File: src/dsitim_pkg.sv
// Shared constants for the display link timing and interrupt block.
package dsitim_pkg;

	// ****************************************
	// Register byte addresses
	// ****************************************
	localparam logic [15:0] DSITIM_CTRL_OFS    = 16'hB000;
	localparam logic [15:0] DSITIM_STAT_OFS    = 16'hB004;
	localparam logic [15:0] DSITIM_IRQEN_OFS   = 16'hB008;
	localparam logic [15:0] DSITIM_FUNC_OFS    = 16'hB00C;
	localparam logic [15:0] DSITIM_HSTO_OFS    = 16'hB010;
	localparam logic [15:0] DSITIM_LPTO_OFS    = 16'hB014;
	localparam logic [15:0] DSITIM_TATO_OFS    = 16'hB018;
	localparam logic [15:0] DSITIM_PRST_OFS    = 16'hB01C;
	localparam logic [15:0] DSITIM_VRES_OFS    = 16'hB020;
	localparam logic [15:0] DSITIM_WMARK_OFS   = 16'hB024;
	localparam logic [15:0] DSITIM_HSP_OFS     = 16'hB028;
	localparam logic [15:0] DSITIM_HBP_OFS     = 16'hB02C;
	localparam logic [15:0] DSITIM_HFP_OFS     = 16'hB030;
	localparam logic [15:0] DSITIM_HACT_OFS    = 16'hB034;
	localparam logic [15:0] DSITIM_VSP_OFS     = 16'hB038;
	localparam logic [15:0] DSITIM_VBP_OFS     = 16'hB03C;
	localparam logic [15:0] DSITIM_VFP_OFS     = 16'hB040;
	localparam logic [15:0] DSITIM_SWITCH_OFS  = 16'hB044;
	localparam logic [15:0] DSITIM_SPKT_OFS    = 16'hB048;

	// ****************************************
	// Reset values and masks
	// ****************************************
	localparam logic [31:0] DSITIM_FUNC_RST    = 32'h0000_0001;
	localparam logic [31:0] DSITIM_IRQEN_MASK  = 32'hFFFF_7DFF;
	localparam logic [31:0] DSITIM_FUNC_MASK   = 32'h0000_E7FF;
	localparam logic [31:0] DSITIM_SPKT_MASK   = 32'h0000_00FF;

	// ****************************************
	// Field positions
	// ****************************************
	localparam int DSITIM_CTRL_RUN     = 0;
	localparam int DSITIM_CTRL_BTA     = 1;
	localparam int DSITIM_CTRL_PRST    = 2;
	localparam int DSITIM_ST_ACK_OK    = 24;
	localparam int DSITIM_ST_TA_TO     = 23;
	localparam int DSITIM_ST_LP_TO     = 22;
	localparam int DSITIM_ST_HS_TO     = 21;
	localparam int DSITIM_ACK_ERR_W    = 12;
	localparam int DSITIM_ST_RSVD_LOW  = 9;

	// Link state machine.
	typedef enum logic [2:0] {LS_STOP, LS_UP, LS_HS, LS_DOWN, LS_TA, LS_RX, LS_RST} dsitim_link_t;
	// Line and frame phases.
	typedef enum logic [1:0] {PH_SYNC, PH_BP, PH_ACT, PH_FP} dsitim_phase_t;

endpackage

File: src/dsitim_top.sv
// Display link configuration, timeouts, video timing and interrupt status block.
// ****************************************
// ****************************************
`timescale 1ns/1ps
`default_nettype none

// ****************************************
// Pixel FIFO
// ****************************************
module dsitim_fifo #(
	parameter int WIDTH = 32,
	parameter int DEPTH = 32
) (
	input  wire logic             pclk,
	input  wire logic             presetn,
	input  wire logic             in_valid,
	input  wire logic [WIDTH-1:0] in_data,
	output logic                  in_ready,
	output logic                  out_valid,
	output logic [WIDTH-1:0]      out_data,
	input  wire logic             out_ready,
	output logic [$clog2(DEPTH+1)-1:0] level
);
	localparam int AW = $clog2(DEPTH);
	localparam int LW = $clog2(DEPTH + 1);
	logic [WIDTH-1:0] mem [DEPTH];
	logic [AW-1:0]    wr_ptr_r;
	logic [AW-1:0]    rd_ptr_r;
	logic             push;
	logic             pop;
	logic [LW-1:0]    level_nxt;

	// Ready and valid are registered flags kept in step with the level.
	assign push = in_valid & in_ready;
	assign pop  = out_valid & out_ready;
	assign out_data = mem[rd_ptr_r];
	// Both flags follow the level after this edge, so filling the last slot drops ready at once.
	assign level_nxt = level + LW'(push) - LW'(pop);

	always_ff @(posedge pclk) begin
		if (push) begin
			mem[wr_ptr_r] <= in_data;
		end
	end

	// Pointers wrap at the depth, which need not be a power of two.
	always_ff @(posedge pclk or negedge presetn) begin
		if (!presetn) begin
			wr_ptr_r  <= '0;
			rd_ptr_r  <= '0;
			level     <= '0;
			in_ready  <= 1'b0;
			out_valid <= 1'b0;
		end else begin
			if (push) begin
				wr_ptr_r <= (wr_ptr_r == AW'(DEPTH - 1)) ? '0 : wr_ptr_r + 1'b1;
			end
			if (pop) begin
				rd_ptr_r <= (rd_ptr_r == AW'(DEPTH - 1)) ? '0 : rd_ptr_r + 1'b1;
			end
			level     <= level_nxt;
			in_ready  <= level_nxt < LW'(DEPTH);
			out_valid <= level_nxt != '0;
		end
	end
endmodule

// ****************************************
// Top level
// ****************************************
module dsitim_top
	import dsitim_pkg::*;
#(
	parameter int FIFO_DEPTH = 32,
	parameter int PIX_W      = 32
) (
	input  wire logic             pclk,
	input  wire logic             presetn,
	input  wire logic             psel,
	input  wire logic             penable,
	input  wire logic             pwrite,
	input  wire logic [15:0]      paddr,
	input  wire logic [31:0]      pwdata,
	output logic [31:0]           prdata,
	output logic                  pready,
	output logic                  pslverr,
	output logic                  irq_r,
	input  wire logic             link_byte_clk,
	input  wire logic             peer_rx_active,
	input  wire logic             peer_ack_valid,
	input  wire logic [DSITIM_ACK_ERR_W-1:0] peer_ack_err,
	input  wire logic             pix_valid,
	input  wire logic [PIX_W-1:0] pix_data,
	output logic                  pix_ready,
	output logic                  cmd_stall_r,
	output logic [PIX_W-1:0]      lane_data_r,
	output logic                  lane_data_valid_r,
	output logic [3:0]            lane_en_r,
	output logic                  hs_mode_r,
	output logic                  stop_state_r,
	output logic                  eot_r,
	output logic                  bta_r,
	output logic                  panel_reset_r,
	output logic                  hsync_r,
	output logic                  vsync_r,
	output logic                  de_r,
	output logic [1:0]            cmd_vc_r,
	output logic [1:0]            video_vc_r,
	output logic [4:0]            cmd_width_bits_r,
	output logic [4:0]            video_bpp_r,
	output logic                  format_bad_r
);
	// Command width in bits; zero marks a reserved code, options carry 1 and 2.
	function automatic logic [4:0] cmd_width(input logic [2:0] code);
		unique case (code)
			3'h1:    cmd_width = 5'h10;
			3'h2:    cmd_width = 5'h09;
			3'h3:    cmd_width = 5'h08;
			3'h4:    cmd_width = 5'h01;
			3'h5:    cmd_width = 5'h02;
			default: cmd_width = 5'h00;
		endcase
	endfunction

	// Bits per pixel on the wire; loosely packed 666 takes a full 24.
	function automatic logic [4:0] pix_bpp(input logic [3:0] code);
		unique case (code)
			4'h1:    pix_bpp = 5'h10;
			4'h2:    pix_bpp = 5'h12;
			4'h3:    pix_bpp = 5'h18;
			4'h4:    pix_bpp = 5'h18;
			default: pix_bpp = 5'h00;
		endcase
	endfunction

	// Free slots needed before the command stall lifts; reserved code acts as half.
	function automatic logic [5:0] wm_free(input logic [1:0] code);
		unique case (code)
			2'h1:    wm_free = 6'(FIFO_DEPTH / 4);
			2'h2:    wm_free = 6'h07;
			default: wm_free = 6'(FIFO_DEPTH / 2);
		endcase
	endfunction

	// Lane enable mask for a lane count; zero and counts above four drive one lane.
	function automatic logic [3:0] lane_mask(input logic [2:0] cnt);
		unique case (cnt)
			3'h2:    lane_mask = 4'h3;
			3'h3:    lane_mask = 4'h7;
			3'h4:    lane_mask = 4'hF;
			default: lane_mask = 4'h1;
		endcase
	endfunction

	// ****************************************
	// Registers
	// ****************************************
	logic [31:0] ctrl_r, stat_r, irqen_r, func_r, hsto_r, lpto_r, tato_r, prst_r;
	logic [31:0] vres_r, wmark_r, hsp_r, hbp_r, hfp_r, hact_r, vsp_r, vbp_r, vfp_r;
	logic [31:0] switch_r, spkt_r, rd_mux;
	logic        wr_en, hit, bta_pend_r, prst_pend_r;
	logic [31:0] stat_set;

	assign wr_en = psel & penable & pready & pwrite;

	// Address decode shared by reads and the error answer.
	always_comb begin
		hit    = 1'b1;
		rd_mux = 32'h0000_0000;
		unique case (paddr)
			DSITIM_CTRL_OFS:   rd_mux = {29'h0, prst_pend_r, bta_pend_r, ctrl_r[DSITIM_CTRL_RUN]};
			DSITIM_STAT_OFS:   rd_mux = stat_r;
			DSITIM_IRQEN_OFS:  rd_mux = irqen_r;
			DSITIM_FUNC_OFS:   rd_mux = func_r;
			DSITIM_HSTO_OFS:   rd_mux = hsto_r;
			DSITIM_LPTO_OFS:   rd_mux = lpto_r;
			DSITIM_TATO_OFS:   rd_mux = tato_r;
			DSITIM_PRST_OFS:   rd_mux = prst_r;
			DSITIM_VRES_OFS:   rd_mux = vres_r;
			DSITIM_WMARK_OFS:  rd_mux = wmark_r;
			DSITIM_HSP_OFS:    rd_mux = hsp_r;
			DSITIM_HBP_OFS:    rd_mux = hbp_r;
			DSITIM_HFP_OFS:    rd_mux = hfp_r;
			DSITIM_HACT_OFS:   rd_mux = hact_r;
			DSITIM_VSP_OFS:    rd_mux = vsp_r;
			DSITIM_VBP_OFS:    rd_mux = vbp_r;
			DSITIM_VFP_OFS:    rd_mux = vfp_r;
			DSITIM_SWITCH_OFS: rd_mux = switch_r;
			DSITIM_SPKT_OFS:   rd_mux = spkt_r;
			default:           hit = 1'b0;
		endcase
	end

	// No wait state: the answer is prepared during setup and given in the first access cycle.
	always_ff @(posedge pclk or negedge presetn) begin
		if (!presetn) begin
			pready  <= 1'b0;
			pslverr <= 1'b0;
			prdata  <= 32'h0000_0000;
		end else begin
			pready  <= psel & ~penable;
			pslverr <= psel & ~penable & ~hit;
			if (psel && !penable) begin
				prdata <= (hit && !pwrite) ? rd_mux : 32'h0000_0000;
			end
		end
	end

	// Software writes; reserved bits are masked so they always read as zero.
	always_ff @(posedge pclk or negedge presetn) begin
		if (!presetn) begin
			ctrl_r <= '0; irqen_r <= '0; func_r <= DSITIM_FUNC_RST; hsto_r <= '0;
			lpto_r <= '0; tato_r <= '0; prst_r <= '0; vres_r <= '0; wmark_r <= '0;
			hsp_r <= '0; hbp_r <= '0; hfp_r <= '0; hact_r <= '0; vsp_r <= '0;
			vbp_r <= '0; vfp_r <= '0; switch_r <= '0; spkt_r <= '0;
		end else if (wr_en) begin
			unique case (paddr)
				DSITIM_CTRL_OFS:   ctrl_r   <= {31'h0, pwdata[DSITIM_CTRL_RUN]};
				DSITIM_IRQEN_OFS:  irqen_r  <= pwdata & DSITIM_IRQEN_MASK;
				DSITIM_FUNC_OFS:   func_r   <= pwdata & DSITIM_FUNC_MASK;
				DSITIM_HSTO_OFS:   hsto_r   <= {8'h0, pwdata[23:0]};
				DSITIM_LPTO_OFS:   lpto_r   <= {8'h0, pwdata[23:0]};
				DSITIM_TATO_OFS:   tato_r   <= {26'h0, pwdata[5:0]};
				DSITIM_PRST_OFS:   prst_r   <= {16'h0, pwdata[15:0]};
				DSITIM_VRES_OFS:   vres_r   <= pwdata;
				DSITIM_WMARK_OFS:  wmark_r  <= {30'h0, pwdata[1:0]};
				DSITIM_HSP_OFS:    hsp_r    <= {16'h0, pwdata[15:0]};
				DSITIM_HBP_OFS:    hbp_r    <= {16'h0, pwdata[15:0]};
				DSITIM_HFP_OFS:    hfp_r    <= {16'h0, pwdata[15:0]};
				DSITIM_HACT_OFS:   hact_r   <= {16'h0, pwdata[15:0]};
				DSITIM_VSP_OFS:    vsp_r    <= {16'h0, pwdata[15:0]};
				DSITIM_VBP_OFS:    vbp_r    <= {16'h0, pwdata[15:0]};
				DSITIM_VFP_OFS:    vfp_r    <= {16'h0, pwdata[15:0]};
				DSITIM_SWITCH_OFS: switch_r <= {16'h0, pwdata[15:0]};
				DSITIM_SPKT_OFS:   spkt_r   <= pwdata & DSITIM_SPKT_MASK;
				default: ;
			endcase
		end
	end

	// ****************************************
	// Link pin synchronisers
	// ****************************************
	logic [2:0] bclk_s;
	logic [1:0] rxa_s, ackv_s;
	logic [DSITIM_ACK_ERR_W-1:0] err_s1, err_s2;
	logic       tick;

	// Stage one feeds stage two only; the byte clock gets a third stage for its edge.
	always_ff @(posedge pclk or negedge presetn) begin
		if (!presetn) begin
			bclk_s <= '0; rxa_s <= '0; ackv_s <= '0; err_s1 <= '0; err_s2 <= '0;
		end else begin
			bclk_s <= {bclk_s[1:0], link_byte_clk};
			rxa_s  <= {rxa_s[0], peer_rx_active};
			ackv_s <= {ackv_s[0], peer_ack_valid};
			err_s1 <= peer_ack_err;
			err_s2 <= err_s1;
		end
	end
	assign tick = bclk_s[1] & ~bclk_s[2];

	// ****************************************
	// Video timing
	// ****************************************
	dsitim_phase_t hph_r, vph_r;
	logic [15:0]   hcnt_r, vcnt_r, hlen, vlen;
	logic          line_end, run;

	assign run = ctrl_r[DSITIM_CTRL_RUN];

	// Phase lengths; a zero count still occupies one step.
	always_comb begin
		unique case (hph_r)
			PH_SYNC: hlen = hsp_r[15:0];
			PH_BP:   hlen = hbp_r[15:0];
			PH_ACT:  hlen = hact_r[15:0];
			PH_FP:   hlen = hfp_r[15:0];
		endcase
		unique case (vph_r)
			PH_SYNC: vlen = vsp_r[15:0];
			PH_BP:   vlen = vbp_r[15:0];
			PH_ACT:  vlen = vres_r[31:16];
			PH_FP:   vlen = vfp_r[15:0];
		endcase
	end
	assign line_end = tick && hph_r == PH_FP && (hcnt_r + 16'h1 >= hfp_r[15:0]);

	// Horizontal phases advance on byte clocks, vertical ones on line ends.
	always_ff @(posedge pclk or negedge presetn) begin
		if (!presetn) begin
			hph_r <= PH_SYNC; vph_r <= PH_SYNC; hcnt_r <= '0; vcnt_r <= '0;
		end else if (!run) begin
			hph_r <= PH_SYNC; vph_r <= PH_SYNC; hcnt_r <= '0; vcnt_r <= '0;
		end else if (tick) begin
			if (hcnt_r + 16'h1 >= hlen) begin
				hcnt_r <= '0;
				hph_r  <= dsitim_phase_t'(hph_r + 2'h1);
			end else begin
				hcnt_r <= hcnt_r + 16'h1;
			end
			if (line_end) begin
				if (vcnt_r + 16'h1 >= vlen) begin
					vcnt_r <= '0;
					vph_r  <= dsitim_phase_t'(vph_r + 2'h1);
				end else begin
					vcnt_r <= vcnt_r + 16'h1;
				end
			end
		end
	end

	// ****************************************
	// Pixel path
	// ****************************************
	logic             fo_valid, fo_ready;
	logic [PIX_W-1:0] fo_data;
	logic [$clog2(FIFO_DEPTH+1)-1:0] flevel;
	dsitim_link_t     ls_r;

	dsitim_fifo #(.WIDTH(PIX_W), .DEPTH(FIFO_DEPTH)) u_fifo (
		.pclk      (pclk),
		.presetn   (presetn),
		.in_valid  (pix_valid),
		.in_data   (pix_data),
		.in_ready  (pix_ready),
		.out_valid (fo_valid),
		.out_data  (fo_data),
		.out_ready (fo_ready),
		.level     (flevel)
	);
	// Pixels leave only during active area of active lines while in high speed.
	assign fo_ready = tick && ls_r == LS_HS && hph_r == PH_ACT && vph_r == PH_ACT;

	// Lane data, sync strobes and the command stall.
	always_ff @(posedge pclk or negedge presetn) begin
		if (!presetn) begin
			lane_data_r <= '0; lane_data_valid_r <= 1'b0; hsync_r <= 1'b0;
			vsync_r <= 1'b0; de_r <= 1'b0; cmd_stall_r <= 1'b1;
		end else begin
			lane_data_valid_r <= fo_ready & fo_valid;
			if (fo_ready && fo_valid) begin
				lane_data_r <= fo_data;
			end
			hsync_r <= run && hph_r == PH_SYNC;
			vsync_r <= run && vph_r == PH_SYNC;
			de_r    <= run && hph_r == PH_ACT && vph_r == PH_ACT;
			cmd_stall_r <= (6'(FIFO_DEPTH) - 6'(flevel)) < wm_free(wmark_r[1:0]);
		end
	end

	// ****************************************
	// Link state machine
	// ****************************************
	dsitim_link_t ls_nxt;
	logic [23:0]  tmr_r, tmr_nxt;
	logic         tmr_zero, bta_take, prst_take, eot_nxt, bta_nxt;

	assign tmr_zero = tmr_r == 24'h0;

	// Every timed state loads the timer on entry and leaves when it reaches zero.
	always_comb begin
		ls_nxt    = ls_r;
		tmr_nxt   = (tick && !tmr_zero) ? tmr_r - 24'h1 : tmr_r;
		bta_take  = 1'b0;
		prst_take = 1'b0;
		eot_nxt   = 1'b0;
		bta_nxt   = 1'b0;
		stat_set  = '0;
		if (tick) begin
			unique case (ls_r)
				LS_STOP: begin
					if (prst_pend_r) begin
						ls_nxt = LS_RST; tmr_nxt = {8'h0, prst_r[15:0]}; prst_take = 1'b1;
					end else if (bta_pend_r) begin
						ls_nxt = LS_TA; tmr_nxt = {18'h0, tato_r[5:0]}; bta_take = 1'b1; bta_nxt = 1'b1;
					end else if (run) begin
						ls_nxt = LS_UP; tmr_nxt = {8'h0, switch_r[15:0]};
					end
				end
				LS_UP: begin
					if (tmr_zero) begin
						ls_nxt = LS_HS; tmr_nxt = hsto_r[23:0];
					end
				end
				LS_HS: begin
					if (tmr_zero) begin
						ls_nxt = LS_DOWN; tmr_nxt = {8'h0, switch_r[15:0]}; eot_nxt = 1'b1;
						stat_set[DSITIM_ST_HS_TO] = 1'b1;
					end else if (line_end || !run) begin
						ls_nxt = LS_DOWN; tmr_nxt = {8'h0, switch_r[15:0]}; eot_nxt = 1'b1;
					end
				end
				LS_DOWN: begin
					if (tmr_zero) begin
						ls_nxt = LS_STOP;
					end
				end
				LS_TA: begin
					if (rxa_s[1]) begin
						ls_nxt = LS_RX; tmr_nxt = lpto_r[23:0];
					end else if (tmr_zero) begin
						ls_nxt = LS_STOP; stat_set[DSITIM_ST_TA_TO] = 1'b1;
					end
				end
				LS_RX: begin
					if (ackv_s[1]) begin
						ls_nxt = LS_STOP;
						// Acknowledge error bits land on status bits 11..0; bit 9 stays reserved.
						stat_set[DSITIM_ACK_ERR_W-1:0] = err_s2;
						stat_set[DSITIM_ST_RSVD_LOW] = 1'b0;
						stat_set[DSITIM_ST_ACK_OK] = err_s2 == '0;
					end else if (tmr_zero) begin
						ls_nxt = LS_STOP; stat_set[DSITIM_ST_LP_TO] = 1'b1;
					end
				end
				LS_RST: begin
					if (tmr_zero) begin
						ls_nxt = LS_STOP;
					end
				end
				default: ls_nxt = LS_STOP;
			endcase
		end
	end

	always_ff @(posedge pclk or negedge presetn) begin
		if (!presetn) begin
			ls_r <= LS_STOP; tmr_r <= '0; eot_r <= 1'b0; bta_r <= 1'b0;
		end else begin
			ls_r  <= ls_nxt;
			tmr_r <= tmr_nxt;
			eot_r <= eot_nxt;
			bta_r <= bta_nxt;
		end
	end

	// Pending requests: a new write in the cycle it is taken is kept.
	always_ff @(posedge pclk or negedge presetn) begin
		if (!presetn) begin
			bta_pend_r <= 1'b0; prst_pend_r <= 1'b0;
		end else begin
			bta_pend_r  <= (bta_pend_r & ~bta_take) |
				(wr_en && paddr == DSITIM_CTRL_OFS && pwdata[DSITIM_CTRL_BTA]);
			prst_pend_r <= (prst_pend_r & ~prst_take) |
				(wr_en && paddr == DSITIM_CTRL_OFS && pwdata[DSITIM_CTRL_PRST]);
		end
	end

	// ****************************************
	// Status, interrupt and decoded outputs
	// ****************************************
	// Status is write-one-to-clear; a hardware set in the same cycle wins.
	always_ff @(posedge pclk or negedge presetn) begin
		if (!presetn) begin
			stat_r <= '0;
			irq_r  <= 1'b0;
		end else begin
			stat_r <= (stat_r & ~((wr_en && paddr == DSITIM_STAT_OFS) ? pwdata : 32'h0)) | stat_set;
			irq_r  <= |(stat_r & irqen_r);
		end
	end

	// Link mode pins and decoded configuration fields.
	always_ff @(posedge pclk or negedge presetn) begin
		if (!presetn) begin
			lane_en_r <= 4'h1; hs_mode_r <= 1'b0; stop_state_r <= 1'b1; panel_reset_r <= 1'b0;
			cmd_vc_r <= '0; video_vc_r <= '0; cmd_width_bits_r <= '0; video_bpp_r <= '0;
			format_bad_r <= 1'b1;
		end else begin
			lane_en_r        <= lane_mask(func_r[2:0]);
			hs_mode_r        <= ls_r == LS_HS;
			stop_state_r     <= ls_r == LS_STOP;
			panel_reset_r    <= ls_r == LS_RST;
			cmd_vc_r         <= func_r[6:5];
			video_vc_r       <= func_r[4:3];
			cmd_width_bits_r <= cmd_width(func_r[15:13]);
			video_bpp_r      <= pix_bpp(func_r[10:7]);
			format_bad_r     <= cmd_width(func_r[15:13]) == 5'h00 || pix_bpp(func_r[10:7]) == 5'h00;
		end
	end
endmodule

`default_nettype wire

File: config.mk
export PLATFORM = sky130hd
export DESIGN_NAME = dsitim_top
export DESIGN_NICKNAME = d
export VERILOG_FILES = /design/src/dsitim_pkg.sv /design/src/dsitim_top.sv
export SDC_FILE = /design/constraint.sdc
export NUM_CORES = 2
export LEC_CHECK = 0
export ABC_AREA = 1
export BUFFER_PORTS_ARGS = -buffer_cell sky130_fd_sc_hd__buf_2
export CAP_MARGIN = 20
export CORE_MARGIN = 1.5
export CORE_UTILIZATION = 55
export CTS_CLUSTER_DIAMETER = 120
export CTS_CLUSTER_SIZE = 20
export DETAILED_ROUTE_END_ITERATION = 7
export PLACE_DENSITY = 0.7
export SLEW_MARGIN = 20
export SYNTH_ARGS = -nofsm -noshare
export SYNTH_HDL_FRONTEND = slang
export SYNTH_SLANG_ARGS = --single-unit
File: constraint.sdc
create_clock -name pclk -period 5.65 [get_ports pclk]
set_input_delay 1.13 -clock pclk [delete_from_list [all_inputs] [get_ports pclk]]
set_output_delay 1.13 -clock pclk [all_outputs]
set_load 0.02 [all_outputs]
==> flow_summary.json <==
{
  "status": "finished, final reports clean",
  "powerDensity_mw_per_mm2": 299,
  "clockRootBuffer": "clkbuf_16",
  "crit_slowest_cell": "nand3_1",
  "nets": 6505,
  "fin_area_mm2": 0.0720,
  "yosysWarnings": 0,
  "dp_hpwl_um": 126000,
  "start_kind": "flip-flop",
  "drc_errors": 0,
  "relSlewSlack_pct": 20.7,
  "clkSinkCount": 1547,
  "min_path_type": "reg -> reg",
  "hold_viol": 0,
  "min_period_ns": 4.27,
  "wire_per_inst_um": 25.0,
  "cts_buffer_depth": 3,
  "die_area_mm2": 0.124,
  "preCtsSetupSlack_ns": 1.42,
  "core-area_mm2": 0.120,
  "synth_edf_count": 1024,
  "p_total_uw": 21600,
  "cellLeakagePower_uw": 0.0275,
  "area_growth_pct": 7.58,
  "worstPathMaxFanout": 17,
  "start_util_pct": 55.6,
  "rows": 127,
  "die_w_um": 352,
  "fill_cells": 9986,
  "required_ns": 6.26,
  "ios": 198,
  "ctsHoldBuffers": 0,
  "syn_avg_cell_area_um2": 10.6,
  "layout_commonest_cell": "nand2_1",
  "cpLargestDelayFamily": "simple AND/OR/NAND/NOR gates",
  "grt_pass1_vias": 46400,
  "cts_buffers": 87,
  "ir_drop_mv": 0.291,
  "clkTransAtPathRegs_ns": 0.10,
  "power.switching_uw": 5550,
  "drt-pass1-iter-count": 6,
  "max_freq_mhz": 234,
  "drt_iter0_drc": 6484,
  "cap_violations": 0,
  "clk_latency_ns": 0.73,
  "crit_arrival_ns": 4.88,
  "fin_worst_skew_ns": 0.0500,
  "tightest_slew_ns": 1.19,
  "grt_first_pass_wirelength_um": 295000,
  "pwr-share-seq_pct": 58.9,
  "ys_ff_latch": 1547,
  "via_per_inst": 6.18,
  "whs_ns": 0.342,
  "synth_seq_area_share_pct": 65.5,
  "ys.flop_type": "edfxtp_1",
  "syn_inst": 6335,
  "grt_overflow": 0,
  "grt_usage_pct": 32.0,
  "vias": 49500,
  "postCtsResizedCells": 0,
  "antenna_found_initial": 12,
  "slew_violations": 0,
  "ant_nets": 0,
  "p_int_uw": 16000,
  "crit_buf_inv": 2,
  "critPathKind": "reg -> reg",
  "swShare_pct": 25.8,
  "syn_area_mm2": 0.0669,
  "p_clk_share_pct": 31.3,
  "die_y_um": 352,
  "finalSetupViolations": 0,
  "grt_setup_unrepaired": "no",
  "async_flop_share_pct": 33.8,
  "crit_chain": "ha_1, nand3_1, inv_1, nand2_1, nor2_1, inv_1, nor3_1, xor2_1, ha_1, nand2_1, o21ai_0, a21oi_1, nand2_1, nand2_1, nand3_1, nand2_1, nand3_1, nand2_1, nand2_1",
  "min_period_over_period_pct": 75.6,
  "finalWorstSetupSlack_ns": 1.38,
  "synth_cell_types": 49,
  "grt_max_degree": 160,
  "critPathMostFrequentCell": "nand2_1",
  "placed_area_mm2": 0.0694,
  "htreeDepth": 3,
  "finalWirelength_um": 200000,
  "cts_setup_buffers": 0,
  "finalSetupTns_ns": 0,
  "p_comb_share_pct": 9.8,
  "end_kind": "flip-flop",
  "cts_tree": "done",
  "gp_congestion": 0.982,
  "final_cell_mix": "nand2_1, edfxtp_1, o21ai_0",
  "cpPeakStageDelay_ns": 0.75,
  "port_buffers": 193,
  "drive_above_1_share_pct": 7.61
}
cells in the mapped netlist (4+ instances only):
cell / n / area, um2
nand2_1: 1148 / 4310
edfxtp_1: 1024 / 30700
o21ai_0: 891 / 4460
nor2_1: 757 / 2840
dfrtp_1: 519 / 13000
nand3_1: 393 / 1970
inv_1: 341 / 1280
clkbuf_1: 288 / 1080
o22ai_1: 164 / 1030
o221ai_1: 144 / 1260
o211ai_1: 124 / 931
ha_1: 85 / 1060
a21oi_1: 76 / 380
o21ai_1: 53 / 265
buf_2: 51 / 255
nand4_1: 49 / 307
xor2_1: 30 / 263
buf_1: 27 / 101
nand3_2: 24 / 240
nor3_1: 24 / 120
buf_4: 15 / 113
inv_2: 14 / 52.6
nor2_4: 11 / 124
a21boi_0: 9 / 67.6
nand3b_1: 9 / 67.6
xnor2_1: 9 / 78.8
nor4_1: 8 / 50.1
nor2_2: 6 / 37.5
nand2_2: 5 / 31.3
a221oi_1: 4 / 35.0
dfstp_2: 4 / 105
through the flow:
step           std cells  util [%]
2_1_floorplan       6337         -
3_3_place_gp        7839      57.6
3_5_place_dp        7839      57.7
6_report            8005      59.9
4_1_cts             7994      59.8
5_1_grt             8002      59.9
worst reg2reg max path, cell delays in order (launching register included):
cell and delay [ns]:
dfrtp_1 0.44, ha_1 0.22, nand3_1 0.16, inv_1 0.12, nand2_1 0.08, nor2_1 0.09, inv_1 0.05, nor3_1 0.20
xor2_1 0.31, ha_1 0.29, nand2_1 0.10, o21ai_0 0.09, a21oi_1 0.12, nand2_1 0.10, nand2_1 0.54, nand3_1 0.77
nand2_1 0.26, nand3_1 0.09, nand2_1 0.07, nand2_1 0.06
final cells by class:
cell class | instances | area, um2 | share of cell area [%]
diodes | 9 | 22.5 | 0.0313
flip-flops and latches | 1547 | 43900 | 60.9
clock inverters | 8 | 191 | 0.266
repair buffers | 276 | 1710 | 2.38
clock buffers | 147 | 2400 | 3.34
well taps | 1612 | 2020 | 2.80
multi-input cells | 4048 | 20400 | 28.4
inverters | 358 | 1360 | 1.89
cell families (layout without fill, tap and decap cells):
kind of cell	Yosys count	after routing	synth area share, %
compound gates	1479	1479	12.8
xor+xnor	39	39	0.510
fa+ha+maj	86	86	1.62
buf+inv	742	789	4.37
flops	1547	1547	65.5
other cells	2	13	0.0112
simple gates	2440	2440	15.2
power groups by stage:
stage               clock network [uW]  logic, uW  registers [uW]
floorplan                            0       1220           12900
global placement                     0       2030           12900
detailed placement                   0       2080           12900
CTS                               6810       2090           12700
global route                      7170       2310           12700
finish                            6750       2110           12700
state kept, by name (all words and copies together) (netlist names), 24 cells and up:
signal / flops
irqen_r: 30
hsto_r: 24
u_fifo.mem: 1024
lpto_r: 24
lane_data_r: 32
stat_r: 32
prdata: 32
tmr_r: 24
vres_r: 32
final timing paths:
kind                           start          to  slack, ns  cells past startpoint
setup / recovery           hcnt_r[0]    tmr_r[6]       1.38                     19
hold / removal             err_s1[6]   err_s2[6]       0.34                      0
setup reg to reg           hcnt_r[0]    tmr_r[6]       1.38                     19
hold reg to reg            err_s1[6]   err_s2[6]       0.34                      0
max in group asynchronous    presetn    hfp_r[9]       3.88                      2
min in group asynchronous    presetn  hsto_r[18]       0.43                      1
routing by layer:
metal | vias to the layer above | wire length, um | track usage [%]
li1 | 22200 | - | -
met2 | 2603 | 94100 | 51.1
met4 | 10 | 12200 | 17.6
met3 | 508 | 16100 | 4.22
met5 | - | 58 | 0
met1 | 24200 | 77400 | 42.7
(Power assumes the default switching activity.)
